### config.mk
export PLATFORM = sky130hd
export DESIGN_NAME = tdcu_timer_unit
export DESIGN_NICKNAME = d
export VERILOG_FILES = /design/src/design/tdcu_pkg.sv /design/src/design/tdcu_pin_sync.sv /design/src/design/tdcu_tick_gen.sv /design/src/design/tdcu_timer_unit.sv
export VERILOG_INCLUDE_DIRS = /design/src /design/src/design
export SDC_FILE = /design/constraint.sdc
export NUM_CORES = 1
export LEC_CHECK = 0
export BUFFER_PORTS_ARGS = -buffer_cell sky130_fd_sc_hd__buf_2
export CAP_MARGIN = 40
export CORE_ASPECT_RATIO = 1.2
export CORE_MARGIN = 1.5
export CORE_UTILIZATION = 30
export DETAILED_ROUTE_END_ITERATION = 10
export PLACE_DENSITY = 0.58
export SYNTH_ARGS = -nofsm -noshare
export SYNTH_HDL_FRONTEND = slang
export SYNTH_SLANG_ARGS = --single-unit
### constraint.sdc
create_clock -name i_clk -period 3.45 [get_ports i_clk]
set_clock_uncertainty 0.15 [all_clocks]
set_input_delay 1.035 -clock i_clk [delete_from_list [all_inputs] [get_ports i_clk]]
set_output_delay 1.035 -clock i_clk [all_outputs]
set_load 0.01 [all_outputs]
### src/design/tdcu_defines.svh
// Register map, field positions, reset values and rate counts of the timer unit.
`ifndef TDCU_DEFINES_SVH
`define TDCU_DEFINES_SVH

`define TDCU_A_CTRL      8'h88
`define TDCU_A_MODE      8'h89
`define TDCU_A_TLA       8'h8A
`define TDCU_A_TLB       8'h8B
`define TDCU_A_THA       8'h8C
`define TDCU_A_THB       8'h8D
`define TDCU_A_CLK       8'h8E

`define TDCU_RST_CTRL    8'h00
`define TDCU_RST_MODE    8'h00
`define TDCU_RST_CLK     8'h01
`define TDCU_RST_CNT     8'h00

`define TDCU_B_TYP_A     0
`define TDCU_B_IRQ_A     1
`define TDCU_B_RUN_A     4
`define TDCU_B_OVF_A     5
`define TDCU_STRIDE      2

`define TDCU_F_MODE      1:0
`define TDCU_B_CT        2
`define TDCU_B_GATE      3
`define TDCU_NIB_B       4

`define TDCU_B_PRE_A     3
`define TDCU_B_PRE_B     4
`define TDCU_CLK_MASK    8'h3F

`define TDCU_FAST_LAST   2'h3
`define TDCU_SLOW_LAST   4'hB

`define TDCU_NPINS       4
`define TDCU_P_EVT_A     0
`define TDCU_P_EVT_B     1
`define TDCU_P_IRQ_A     2
`define TDCU_P_IRQ_B     3

`endif

### src/design/tdcu_pkg.sv
// Types shared by the timer unit files.
package tdcu_pkg;

  typedef enum logic [1:0] {
    TDCU_M13   = 2'h0,
    TDCU_M16   = 2'h1,
    TDCU_M8R   = 2'h2,
    TDCU_SPLIT = 2'h3
  } tdcu_mode_e;

  typedef struct packed {
    logic [7:0] addr;
    logic       wr;
    logic [7:0] wdata;
  } tdcu_sfr_req_s;

  typedef struct packed {
    logic [7:0] th;
    logic [7:0] tl;
    logic       ovf;
  } tdcu_step_s;

endpackage

### src/design/tdcu_pin_sync.sv
// Two-stage synchroniser and falling-edge detector for the unit's pins.
`timescale 1ns/1ps
`include "tdcu_defines.svh"
module tdcu_pin_sync (
  // Clock and reset.
  input  wire logic                    i_clk,
  input  wire logic                    i_rst,
  // Raw pins and their synchronised view.
  input  wire logic [`TDCU_NPINS-1:0]  i_pins,
  output logic      [`TDCU_NPINS-1:0]  o_level,
  output logic      [`TDCU_NPINS-1:0]  o_fall
);

  logic [`TDCU_NPINS-1:0] s1_r;
  logic [`TDCU_NPINS-1:0] s2_r;
  logic [`TDCU_NPINS-1:0] s3_r;
  logic [`TDCU_NPINS-1:0] fall_r;

  genvar gi;
  generate
    for (gi = 0; gi < `TDCU_NPINS; gi++) begin : g_pin
      always_ff @(posedge i_clk or posedge i_rst) begin
        if (i_rst) begin
          s1_r[gi]   <= 1'b1;
          s2_r[gi]   <= 1'b1;
          s3_r[gi]   <= 1'b1;
          fall_r[gi] <= 1'b0;
        end else begin
          s1_r[gi]   <= i_pins[gi];
          s2_r[gi]   <= s1_r[gi];
          s3_r[gi]   <= s2_r[gi];
          fall_r[gi] <= s3_r[gi] & ~s2_r[gi];
        end
      end

    end
  endgenerate

  assign o_level = s2_r;
  assign o_fall  = fall_r;
endmodule

### src/design/tdcu_tick_gen.sv
// Divides the core clock into increment ticks every 4 and every 12 cycles.
`timescale 1ns/1ps
`include "tdcu_defines.svh"
module tdcu_tick_gen (
  // Clock and reset.
  input  wire logic i_clk,
  input  wire logic i_rst,
  // Rate ticks, one cycle each.
  output logic      o_tick_fast,
  output logic      o_tick_slow
);

  logic [3:0] cnt_r;
  logic [3:0] cnt_nxt;
  logic       fast_r;
  logic       slow_r;

  assign cnt_nxt = (cnt_r == `TDCU_SLOW_LAST) ? 4'h0 : cnt_r + 4'h1;

  always_ff @(posedge i_clk or posedge i_rst) begin
    if (i_rst) begin
      cnt_r  <= 4'h0;
      fast_r <= 1'b0;
      slow_r <= 1'b0;
    end else begin
      cnt_r  <= cnt_nxt;
      fast_r <= (cnt_r[1:0] == `TDCU_FAST_LAST);
      slow_r <= (cnt_r == `TDCU_SLOW_LAST);
    end
  end

  assign o_tick_fast = fast_r;
  assign o_tick_slow = slow_r;
endmodule

### src/design/tdcu_timer_unit.sv
// Two timer/counters with their control, mode, rate and external interrupt flags.
`timescale 1ns/1ps
`include "tdcu_defines.svh"
module tdcu_timer_unit
  import tdcu_pkg::*;
(
  // Clock and reset.
  input  wire logic          i_clk,
  input  wire logic          i_rst,
  // Special function register port.
  input  wire tdcu_sfr_req_s i_sfr,
  output logic               o_sfr_sel,
  output logic [7:0]         o_sfr_rdata,
  // Interrupt vector acknowledges.
  input  wire logic          i_ack_ovf_a,
  input  wire logic          i_ack_ovf_b,
  input  wire logic          i_ack_irq_a,
  input  wire logic          i_ack_irq_b,
  // External pins.
  input  wire logic          i_event_pin_a,
  input  wire logic          i_event_pin_b,
  input  wire logic          i_ext_irq_pin_a_n,
  input  wire logic          i_ext_irq_pin_b_n,
  // Overflow pulses and interrupt requests.
  output logic               o_overflow_pulse_a,
  output logic               o_overflow_pulse_b,
  output logic               o_ovf_flag_a,
  output logic               o_ovf_flag_b,
  output logic               o_ext_irq_flag_a,
  output logic               o_ext_irq_flag_b
);

  function automatic logic wr_at(input tdcu_sfr_req_s r, input logic [7:0] a);
    return r.wr && (r.addr == a);
  endfunction

  function automatic logic src_tick(input logic ct, input logic pre, input logic fall,
                                    input logic fast, input logic slow);
    return ct ? fall : (pre ? fast : slow);
  endfunction

  function automatic tdcu_step_s step(input tdcu_mode_e m, input logic [7:0] th,
                                      input logic [7:0] tl, input logic inc);
    tdcu_step_s s;
    logic [16:0] w;
    s.th  = th;
    s.tl  = tl;
    s.ovf = 1'b0;
    w     = 17'h0;
    if (inc) begin
      unique case (m)
        TDCU_M13: begin
          w     = {4'h0, th, tl[4:0]} + 17'h1;
          s.th  = w[12:5];
          s.tl  = {tl[7:5], w[4:0]};
          s.ovf = w[13];
        end
        TDCU_M16: begin
          w     = {1'b0, th, tl} + 17'h1;
          s.th  = w[15:8];
          s.tl  = w[7:0];
          s.ovf = w[16];
        end
        TDCU_M8R: begin
          w     = {9'h0, tl} + 17'h1;
          s.tl  = w[8] ? th : w[7:0];
          s.ovf = w[8];
        end
        TDCU_SPLIT: begin
          w     = {9'h0, tl} + 17'h1;
          s.tl  = w[7:0];
          s.ovf = w[8];
        end
      endcase
    end
    return s;
  endfunction

  logic [7:0] ctrl_r;
  logic [7:0] mode_r;
  logic [7:0] clk_r;
  logic [7:0] tla_r;
  logic [7:0] tha_r;
  logic [7:0] tlb_r;
  logic [7:0] thb_r;
  logic       pulse_a_r;
  logic       pulse_b_r;
  logic [7:0] rdata_r;

  wire [7:0]  ctrl_nxt;
  wire [7:0]  tla_nxt;
  wire [7:0]  tha_nxt;
  wire [7:0]  tlb_nxt;
  wire [7:0]  thb_nxt;
  wire [7:0]  rdata_nxt;
  wire [8:0]  ha_sum;
  wire [1:0]  ovf_set;
  wire [1:0]  ovf_ack;
  wire [1:0]  irq_ack;

  logic [`TDCU_NPINS-1:0] pin_lvl;
  logic [`TDCU_NPINS-1:0] pin_fall;
  logic                   tick_fast;
  logic                   tick_slow;

  tdcu_pin_sync u_sync (
    .i_clk   (i_clk),
    .i_rst   (i_rst),
    .i_pins  ({i_ext_irq_pin_b_n, i_ext_irq_pin_a_n, i_event_pin_b, i_event_pin_a}),
    .o_level (pin_lvl),
    .o_fall  (pin_fall)
  );

  tdcu_tick_gen u_ticks (
    .i_clk       (i_clk),
    .i_rst       (i_rst),
    .o_tick_fast (tick_fast),
    .o_tick_slow (tick_slow)
  );

  wire wr_ctrl = wr_at(i_sfr, `TDCU_A_CTRL);
  wire wr_mode = wr_at(i_sfr, `TDCU_A_MODE);
  wire wr_clk  = wr_at(i_sfr, `TDCU_A_CLK);
  wire wr_tla  = wr_at(i_sfr, `TDCU_A_TLA);
  wire wr_tha  = wr_at(i_sfr, `TDCU_A_THA);
  wire wr_tlb  = wr_at(i_sfr, `TDCU_A_TLB);
  wire wr_thb  = wr_at(i_sfr, `TDCU_A_THB);

  wire tdcu_mode_e mode_a = tdcu_mode_e'(mode_r[`TDCU_F_MODE]);
  wire tdcu_mode_e mode_b = tdcu_mode_e'(mode_r[`TDCU_NIB_B +: 2]);
  wire a_split  = (mode_a == TDCU_SPLIT);
  wire run_a    = ctrl_r[`TDCU_B_RUN_A];
  wire run_b    = ctrl_r[`TDCU_B_RUN_A + `TDCU_STRIDE];
  wire pre_a    = clk_r[`TDCU_B_PRE_A];
  wire pre_b    = clk_r[`TDCU_B_PRE_B];

  wire gate_ok_a = ~mode_r[`TDCU_B_GATE] | pin_lvl[`TDCU_P_IRQ_A];
  wire gate_ok_b = ~mode_r[`TDCU_NIB_B + `TDCU_B_GATE] | pin_lvl[`TDCU_P_IRQ_B];

  wire src_a = src_tick(mode_r[`TDCU_B_CT], pre_a, pin_fall[`TDCU_P_EVT_A],
                        tick_fast, tick_slow);
  wire src_b = src_tick(mode_r[`TDCU_NIB_B + `TDCU_B_CT], pre_b, pin_fall[`TDCU_P_EVT_B],
                        tick_fast, tick_slow);

  // split low byte keeps timer 0 controls
  wire inc_a  = run_a & gate_ok_a & src_a;

  // split high byte uses timer 1 run
  wire inc_ha = a_split & run_b & src_tick(1'b0, pre_a, 1'b0, tick_fast, tick_slow);

  // timer 1 free of run bit only while timer 0 is split
  wire inc_b  = (mode_b != TDCU_SPLIT) & (a_split | run_b) & gate_ok_b & src_b;

  wire tdcu_step_s sa = step(mode_a, tha_r, tla_r, inc_a);
  wire tdcu_step_s sb = step(mode_b, thb_r, tlb_r, inc_b);

  assign ha_sum = {1'b0, tha_r} + 9'h1;

  // Software writes to a count byte take priority over the increment.
  assign tla_nxt = wr_tla ? i_sfr.wdata : sa.tl;
  assign tha_nxt = wr_tha ? i_sfr.wdata :
                   a_split ? (inc_ha ? ha_sum[7:0] : tha_r) : sa.th;
  assign tlb_nxt = wr_tlb ? i_sfr.wdata : sb.tl;
  assign thb_nxt = wr_thb ? i_sfr.wdata : sb.th;

  // high byte sets timer 1 flag
  assign ovf_set = {sb.ovf | (inc_ha & ha_sum[8]), sa.ovf};
  assign ovf_ack = {i_ack_ovf_b, i_ack_ovf_a};
  assign irq_ack = {i_ack_irq_b, i_ack_irq_a};

  genvar gi;
  generate
    for (gi = 0; gi < 2; gi++) begin : g_flags
      localparam int RB = `TDCU_B_RUN_A + gi * `TDCU_STRIDE;
      localparam int OB = `TDCU_B_OVF_A + gi * `TDCU_STRIDE;
      localparam int TB = `TDCU_B_TYP_A + gi * `TDCU_STRIDE;
      localparam int IB = `TDCU_B_IRQ_A + gi * `TDCU_STRIDE;
      localparam int PI = `TDCU_P_IRQ_A + gi;
      wire ovf_keep = wr_ctrl ? i_sfr.wdata[OB] : ctrl_r[OB];
      wire irq_keep = wr_ctrl ? i_sfr.wdata[IB] : ctrl_r[IB];
      assign ctrl_nxt[RB] = wr_ctrl ? i_sfr.wdata[RB] : ctrl_r[RB];
      assign ctrl_nxt[TB] = wr_ctrl ? i_sfr.wdata[TB] : ctrl_r[TB];
      assign ctrl_nxt[OB] = ovf_set[gi] | (ovf_keep & ~ovf_ack[gi]);
      assign ctrl_nxt[IB] = ctrl_r[TB] ? (pin_fall[PI] | (irq_keep & ~irq_ack[gi]))
                                       : ~pin_lvl[PI];
    end
  endgenerate

  assign o_sfr_sel = (i_sfr.addr == `TDCU_A_CTRL) | (i_sfr.addr == `TDCU_A_MODE) |
                     (i_sfr.addr == `TDCU_A_CLK)  | (i_sfr.addr == `TDCU_A_TLA)  |
                     (i_sfr.addr == `TDCU_A_THA)  | (i_sfr.addr == `TDCU_A_TLB)  |
                     (i_sfr.addr == `TDCU_A_THB);

  // mode 0 upper bits returned unmasked
  assign rdata_nxt = (i_sfr.addr == `TDCU_A_CTRL) ? ctrl_r :
                     (i_sfr.addr == `TDCU_A_MODE) ? mode_r :
                     (i_sfr.addr == `TDCU_A_CLK)  ? clk_r  :
                     (i_sfr.addr == `TDCU_A_TLA)  ? tla_r  :
                     (i_sfr.addr == `TDCU_A_THA)  ? tha_r  :
                     (i_sfr.addr == `TDCU_A_TLB)  ? tlb_r  :
                     (i_sfr.addr == `TDCU_A_THB)  ? thb_r  : 8'h00;

  always_ff @(posedge i_clk or posedge i_rst) begin
    if (i_rst) begin
      ctrl_r <= `TDCU_RST_CTRL;
      mode_r <= `TDCU_RST_MODE;
      clk_r  <= `TDCU_RST_CLK;
    end else begin
      ctrl_r <= ctrl_nxt;
      mode_r <= wr_mode ? i_sfr.wdata : mode_r;
      clk_r  <= wr_clk ? (i_sfr.wdata & `TDCU_CLK_MASK) : clk_r;
    end
  end

  always_ff @(posedge i_clk or posedge i_rst) begin
    if (i_rst) begin
      tla_r <= `TDCU_RST_CNT;
      tha_r <= `TDCU_RST_CNT;
      tlb_r <= `TDCU_RST_CNT;
      thb_r <= `TDCU_RST_CNT;
    end else begin
      tla_r <= tla_nxt;
      tha_r <= tha_nxt;
      tlb_r <= tlb_nxt;
      thb_r <= thb_nxt;
    end
  end

  always_ff @(posedge i_clk or posedge i_rst) begin
    if (i_rst) begin
      pulse_a_r <= 1'b0;
      pulse_b_r <= 1'b0;
      rdata_r   <= 8'h00;
    end else begin
      pulse_a_r <= sa.ovf;
      pulse_b_r <= sb.ovf;
      rdata_r   <= rdata_nxt;
    end
  end

  assign o_overflow_pulse_a = pulse_a_r;
  assign o_overflow_pulse_b = pulse_b_r;
  assign o_ovf_flag_a       = ctrl_r[`TDCU_B_OVF_A];
  assign o_ovf_flag_b       = ctrl_r[`TDCU_B_OVF_A + `TDCU_STRIDE];
  assign o_ext_irq_flag_a   = ctrl_r[`TDCU_B_IRQ_A];
  assign o_ext_irq_flag_b   = ctrl_r[`TDCU_B_IRQ_A + `TDCU_STRIDE];
  assign o_sfr_rdata        = rdata_r;

  wire quiet_a = !wr_tla && !wr_tha && !wr_ctrl;
  wire quiet_b = !wr_tlb && !wr_thb && !wr_ctrl;
endmodule

### Word-level counts from Yosys, hierarchy flattened

Index checks and enable logic that the tools add are counted.

| storage, ports and cells | value |
|---|---|
| output and inout port bits | 15 |
| latch bits | 0 |
| register bits after elaboration | 86 |
| word-level logic and storage cells | 150 |
| memories | 0 |
| RAM bits | 0 |
| bits in read-only memories | 0 |

| cells by class | value |
|---|---|
| multiplexer cells | 32 |
| shifts and indexed selects | 0 |
| divide/modulo/power cells | 0 |
| bitwise operators | 40 |
| equal/unequal tests | 19 |
| $mul | 0 |
| reductions and logical operators | 19 |
| $lt $le $gt $ge | 0 |
| add/sub/neg operators | 8 |

Operators by type and width:

| cell | number |
|---|---|
| $mux 8 | 15 |
| $pmux 9 s4 | 2 |
| $eq 8x8->1 const B | 7 |
| $add 16x1->17 const B | 2 |
| $mux 17 | 2 |
| $pmux 8 s2 | 2 |
| $add 13x1->14 const B | 2 |
| $add 8x1->9 const B | 3 |
| $and 1x1->1 | 16 |
| $or 1x1->1 | 14 |
| $eq 2x2->1 const B | 5 |
| $mux 1 | 10 |
| $not 1->1 | 10 |
| $logic_and 1x1->1 | 7 |
| $ne 2x2->1 const B | 3 |
| $reduce_and 2->1 | 3 |
| $reduce_bool 2->1 | 3 |
| $reduce_bool 3->1 | 2 |
| $add 4x1->4 const B | 1 |
| $eq 2x1->1 const B | 2 |
| $eq 4x4->1 const B | 1 |
| $logic_not 2->1 | 2 |
| $mux 4 | 1 |
| $reduce_bool 4->1 | 1 |
| 2 further kinds | 2 |

### Depth between registers and ports, before layout

| depth | value |
|---|---|
| depth after elaboration | 8 |
| gate-level depth with buffers | 8 |

### By module

A second synthesis with hierarchy kept.

| unflattened totals | value |
|---|---|
| cell total of the unflattened synthesis | 524 |
| area total of the unflattened synthesis | 4918.5 µm² |

Modules (own cells, without submodules):

| module | instances | area an instance (µm²) | cells each |
|---|---|---|---|
| tdcu_timer_unit | 1 | 4210.3 | 486 |
| tdcu_pin_sync | 1 | 474.2 | 21 |
| tdcu_tick_gen | 1 | 234.0 | 17 |

### Worst setup path after synthesis

Ideal clock, no wire load.

| timing path | value |
|---|---|
| path kind | input to output |
| start point | input port i_sfr[9] (netlist name) |
| end point | output port o_sfr_sel |
| required time | 2.265 ns |
| path buffers | 3 |
| data arrival time | 2.092 ns |
| cell stages on the path | 4 |
| path slack | 0.173 ns |
| cell sequence | clkbuf_1 clkbuf_1 buf_1 a21oi_1 |

| between the ends | value |
|---|---|
| cells in the longest elaborated chain, start to end | 7 |
| elaborated cells between the ends (all ways) | 13 |

Ends and longest elaborated chain:

| item | RTL line | text |
|---|---|---|
| start, declared | tdcu_timer_unit.sv:11 | `input wire tdcu_sfr_req_s i_sfr,` |
| $eq 8x8->1 (no source line) | -- |  |
| $or 1x1->1 (5 in series) | tdcu_timer_unit.sv:189 | `` assign o_sfr_sel = (i_sfr.addr == `TDCU_A_CTRL) \| (i_sfr.addr == `TDCU_A_MODE) \| `` |
| $or 1x1->1 (*) | tdcu_timer_unit.sv:189 |  |
| end, declared | tdcu_timer_unit.sv:12 | `output logic o_sfr_sel,` |

Every way passes the cells marked *; elsewhere a longest branch is shown, timed or not.

### Worst setup path in the final report

| timing path | value |
|---|---|
| start point | input port i_sfr[14] (netlist name) |
| end point | output port o_sfr_sel |

The elaborated chain is that of the path after synthesis.

==> impl_metrics.json <==
{
  "outcome": "finished clean",
  "cp_cell_sequence": "buf_2, nor3_1, buf_4, nand3_1, a21oi_1, buf_2",
  "worstSetupEndpointType": "output pin",
  "rsz0062_at_grt": "no",
  "power_density_mw_per_mm2": 477,
  "cts_resized": 0,
  "drt_pre_antenna_iters": 5,
  "postCtsSetupBuffers": 0,
  "cts_hold_buf": 0,
  "place.detailed.hpwl_um": 10300,
  "hp-class": "reg -> reg",
  "timing_worst_setup_path_type": "in -> out",
  "fill_cells": 1619,
  "max_slew_margin_pct": 56.1,
  "syn_nets": 547,
  "setup_tns_ns": 0,
  "wirelength_um": 13900,
  "muxShareOfSynthArea_pct": 10.3,
  "finalPower_mw": 2.65,
  "die_h_um": 142,
  "synthSimpleGateAreaFrac_pct": 21.4,
  "synthFlopType": "dfrtp_1",
  "initial_core_util_pct": 30.9,
  "grtUsageTotal_pct": 17.2,
  "finalHoldViolCount": 0,
  "drt-vias-per-instance": 5.36,
  "synth_top_family_by_area": "simple AND/OR/NAND/NOR gates",
  "ys_types": 64,
  "synth_enable_flop_cells": 0,
  "ios": 42,
  "vias": 4093,
  "synth_seq_cells": 86,
  "fin_crit_ns": 3.22,
  "diodes": 0,
  "period_share_pct": 93.4,
  "critPathMaxStageDelay_ns": 0.28,
  "crit_fanout": 2,
  "routed.top_layer": "met4",
  "cp_common_cell": "buf_2",
  "wl_met1_um": 5840,
  "numClockSinks": 86,
  "max_freq_mhz": 310,
  "cts-root-buf": "clkbuf_16",
  "dieArea_sq_mm": 0.0169,
  "ys_async_sr_fraction_pct": 100,
  "cts_tree": "yes",
  "met2_length_um": 6730,
  "multi_input_area_sq_mm": 0.00252,
  "antenna_left": 0,
  "drc": 0,
  "cp_data_arrival_time_ns": 2.04,
  "area_growth_pct": 15.3,
  "max_cap_viol_count": 0,
  "final_max_slew_viol_count": 0,
  "core_sq_mm": 0.0156,
  "leakagePower_nw": 2.32,
  "grt.overflow.total": 0,
  "cpMaxStageDelayCell": "a21oi_1",
  "layout-drive-gt1-share_pct": 20.9,
  "num_rows": 50,
  "fin_nets": 582,
  "crit_required_ns": 2.26,
  "grt_max_degree": 52,
  "clk_pin_slew_ns": 0.07,
  "synth_compound_area_share_pct": 17.0,
  "postSynthAreaPerCell_sq_um": 9.35,
  "synthAdderAreaFrac_pct": 1.04,
  "synth_xor_area_share_pct": 2.36,
  "cts_buffers": 9,
  "critPathLaunchType": "input pin",
  "final-seq-area_sq_mm": 0.00217,
  "yosysWarnings": 0,
  "wl_per_cell_um": 18.2,
  "dr_wl_met3_um": 654,
  "synthCells": 516,
  "gp_congestion": 0.865,
  "syn_area_sq_mm": 0.00483,
  "die_x_um": 119,
  "cts_max_level": 3,
  "finalSetupViolCount": 0,
  "min_path_cells": 0,
  "r2r_cells": 7,
  "cts.path.max_buffers": 2,
  "drtIter0Drc": 333,
  "worstSkewPairLatency_ns": 0.35,
  "ir_drop_uv": 240,
  "seq_area_frac_synth_pct": 44.9,
  "port_buffers": 41,
  "grt_pass1_vias": 4076,
  "max_slew.worst_pin.slew_ns": 0.659,
  "grt_pass1_wl_um": 22200,
  "antenna_found_initial": 0
}
-- final cells by class --
| type | count | area share, % |
|---|---|---|
| repair buffers | 51 | 5.04 |
| well taps | 208 | 4.68 |
| multi-input cells | 393 | 45.2 |
| clock inverters | 7 | 1.35 |
| clock buffers | 9 | 4.05 |
| flip-flops and latches | 86 | 39.0 |
| inverters | 10 | 0.697 |
-- cells in the mapped netlist, types with 3 or more instances --
cell type  instances  area (sq um)
and2_1             5          31.3
nand4_1            8          50.1
nor2b_1           17           106
inv_1             10          37.5
nor2_1            50           188
or3_1              5          31.3
o21ai_1           12          60.1
xnor2_1            7          61.3
o22ai_1            5          31.3
clkbuf_1          23          86.3
dfrtp_1           73          1830
mux2i_1           25           250
ha_1               4          50.1
buf_2              3          15.0
o21ai_0           22           110
a21oi_1           26           130
a221oi_1           8          70.1
xor2_1             6          52.6
nor3_1             7          35.0
nand3_1           17          85.1
nand2_1           63           236
a32oi_1            3          26.3
dfstp_2           13           342
o21a_1             5          37.5
a22oi_1            4          30.0
and3_1             6          37.5
o311ai_0           6          52.6
nand2b_1          12          75.1
a31oi_1            3          18.8
mux2_2            22           248
-- worst max-delay path, delay by kind of cell --
family          cells  cell delay, ns
simple gates        2            0.28
buf+inv             3            0.45
compound gates      1            0.28
-- stage by stage --
stage	utilization (%)	std cells	hold slack (ns)	area, sq um	worst slack, ns
after floorplan	-	516	0.195	4830	0.0647
after CTS	35.6	764	0.208	5560	0.227
after global placement	33.7	748	0.196	5260	0.221
after global routing	35.6	764	0.210	5560	0.213
final	35.6	764	0.206	5560	0.229
after detailed placement	33.7	748	0.197	5260	0.229
-- cells by family (layout without fill, tap and decap cells) --
kind of cell	count (synthesis)	count (layout)
buf+inv	37	77
compound gates	122	122
flops	86	86
fa+ha+maj	4	4
mux	47	47
simple gates	207	207
xor+xnor	13	13
-- power breakdown --
| part | internal [mW] | switching (mW) | total (mW) |
|---|---|---|---|
| clock | 0.513 | 0.461 | 0.975 |
| combinational | 0.191 | 0.261 | 0.452 |
| sequential | 1.09 | 0.133 | 1.23 |
-- worst paths after layout --
| kind | startpoint | to | slack (ns) |
|---|---|---|---|
| max | i_sfr[14] | o_sfr_sel | 0.23 |
| min | u_sync.s1_r[2] | u_sync.o_level[2] | 0.21 |
| max reg2reg | tla_r[0] | tla_r[1] | 1.02 |
| min reg2reg | u_sync.s1_r[2] | u_sync.o_level[2] | 0.21 |
| max in group asynchronous | i_rst | tla_r[0] | 1.99 |
| min in group asynchronous | i_rst | u_sync.o_fall[2] | 0.63 |
-- sequential cells by signal (all words and copies together) (netlist names), 6 cells and up --
signal	cells
clk_r	6
ctrl_r	8
mode_r	8
o_sfr_rdata	8
tha_r	8
thb_r	8
tla_r	8
tlb_r	8
-- layout by cell type (no fill, tap or decap), types with 5 or more instances in the layout --
cell type / count
a21oi_1: 26
a221oi_1: 8
and2_1: 5
and3_1: 6
buf_2: 41
buf_4: 10
clkbuf_16: 9
dfrtp_1: 73
dfstp_2: 13
inv_1: 9
mux2_2: 22
mux2i_1: 25
nand2_1: 63
nand2b_1: 12
nand3_1: 17
nand4_1: 8
nor2_1: 50
nor2b_1: 17
nor3_1: 7
o21a_1: 5
o21ai_0: 22
o21ai_1: 12
o22ai_1: 5
o311ai_0: 6
or3_1: 5
xnor2_1: 7
xor2_1: 6
-- layer usage --
| layer | up-vias | track usage [%] |
|---|---|---|
| li1 | 1932 | - |
| met1 | 1986 | 21.4 |
| met2 | 141 | 28.3 |
| met3 | 34 | 3.21 |
| met4 | 0 | 9.70 |
| met5 | - | 0 |
(Power assumes the default switching activity.)
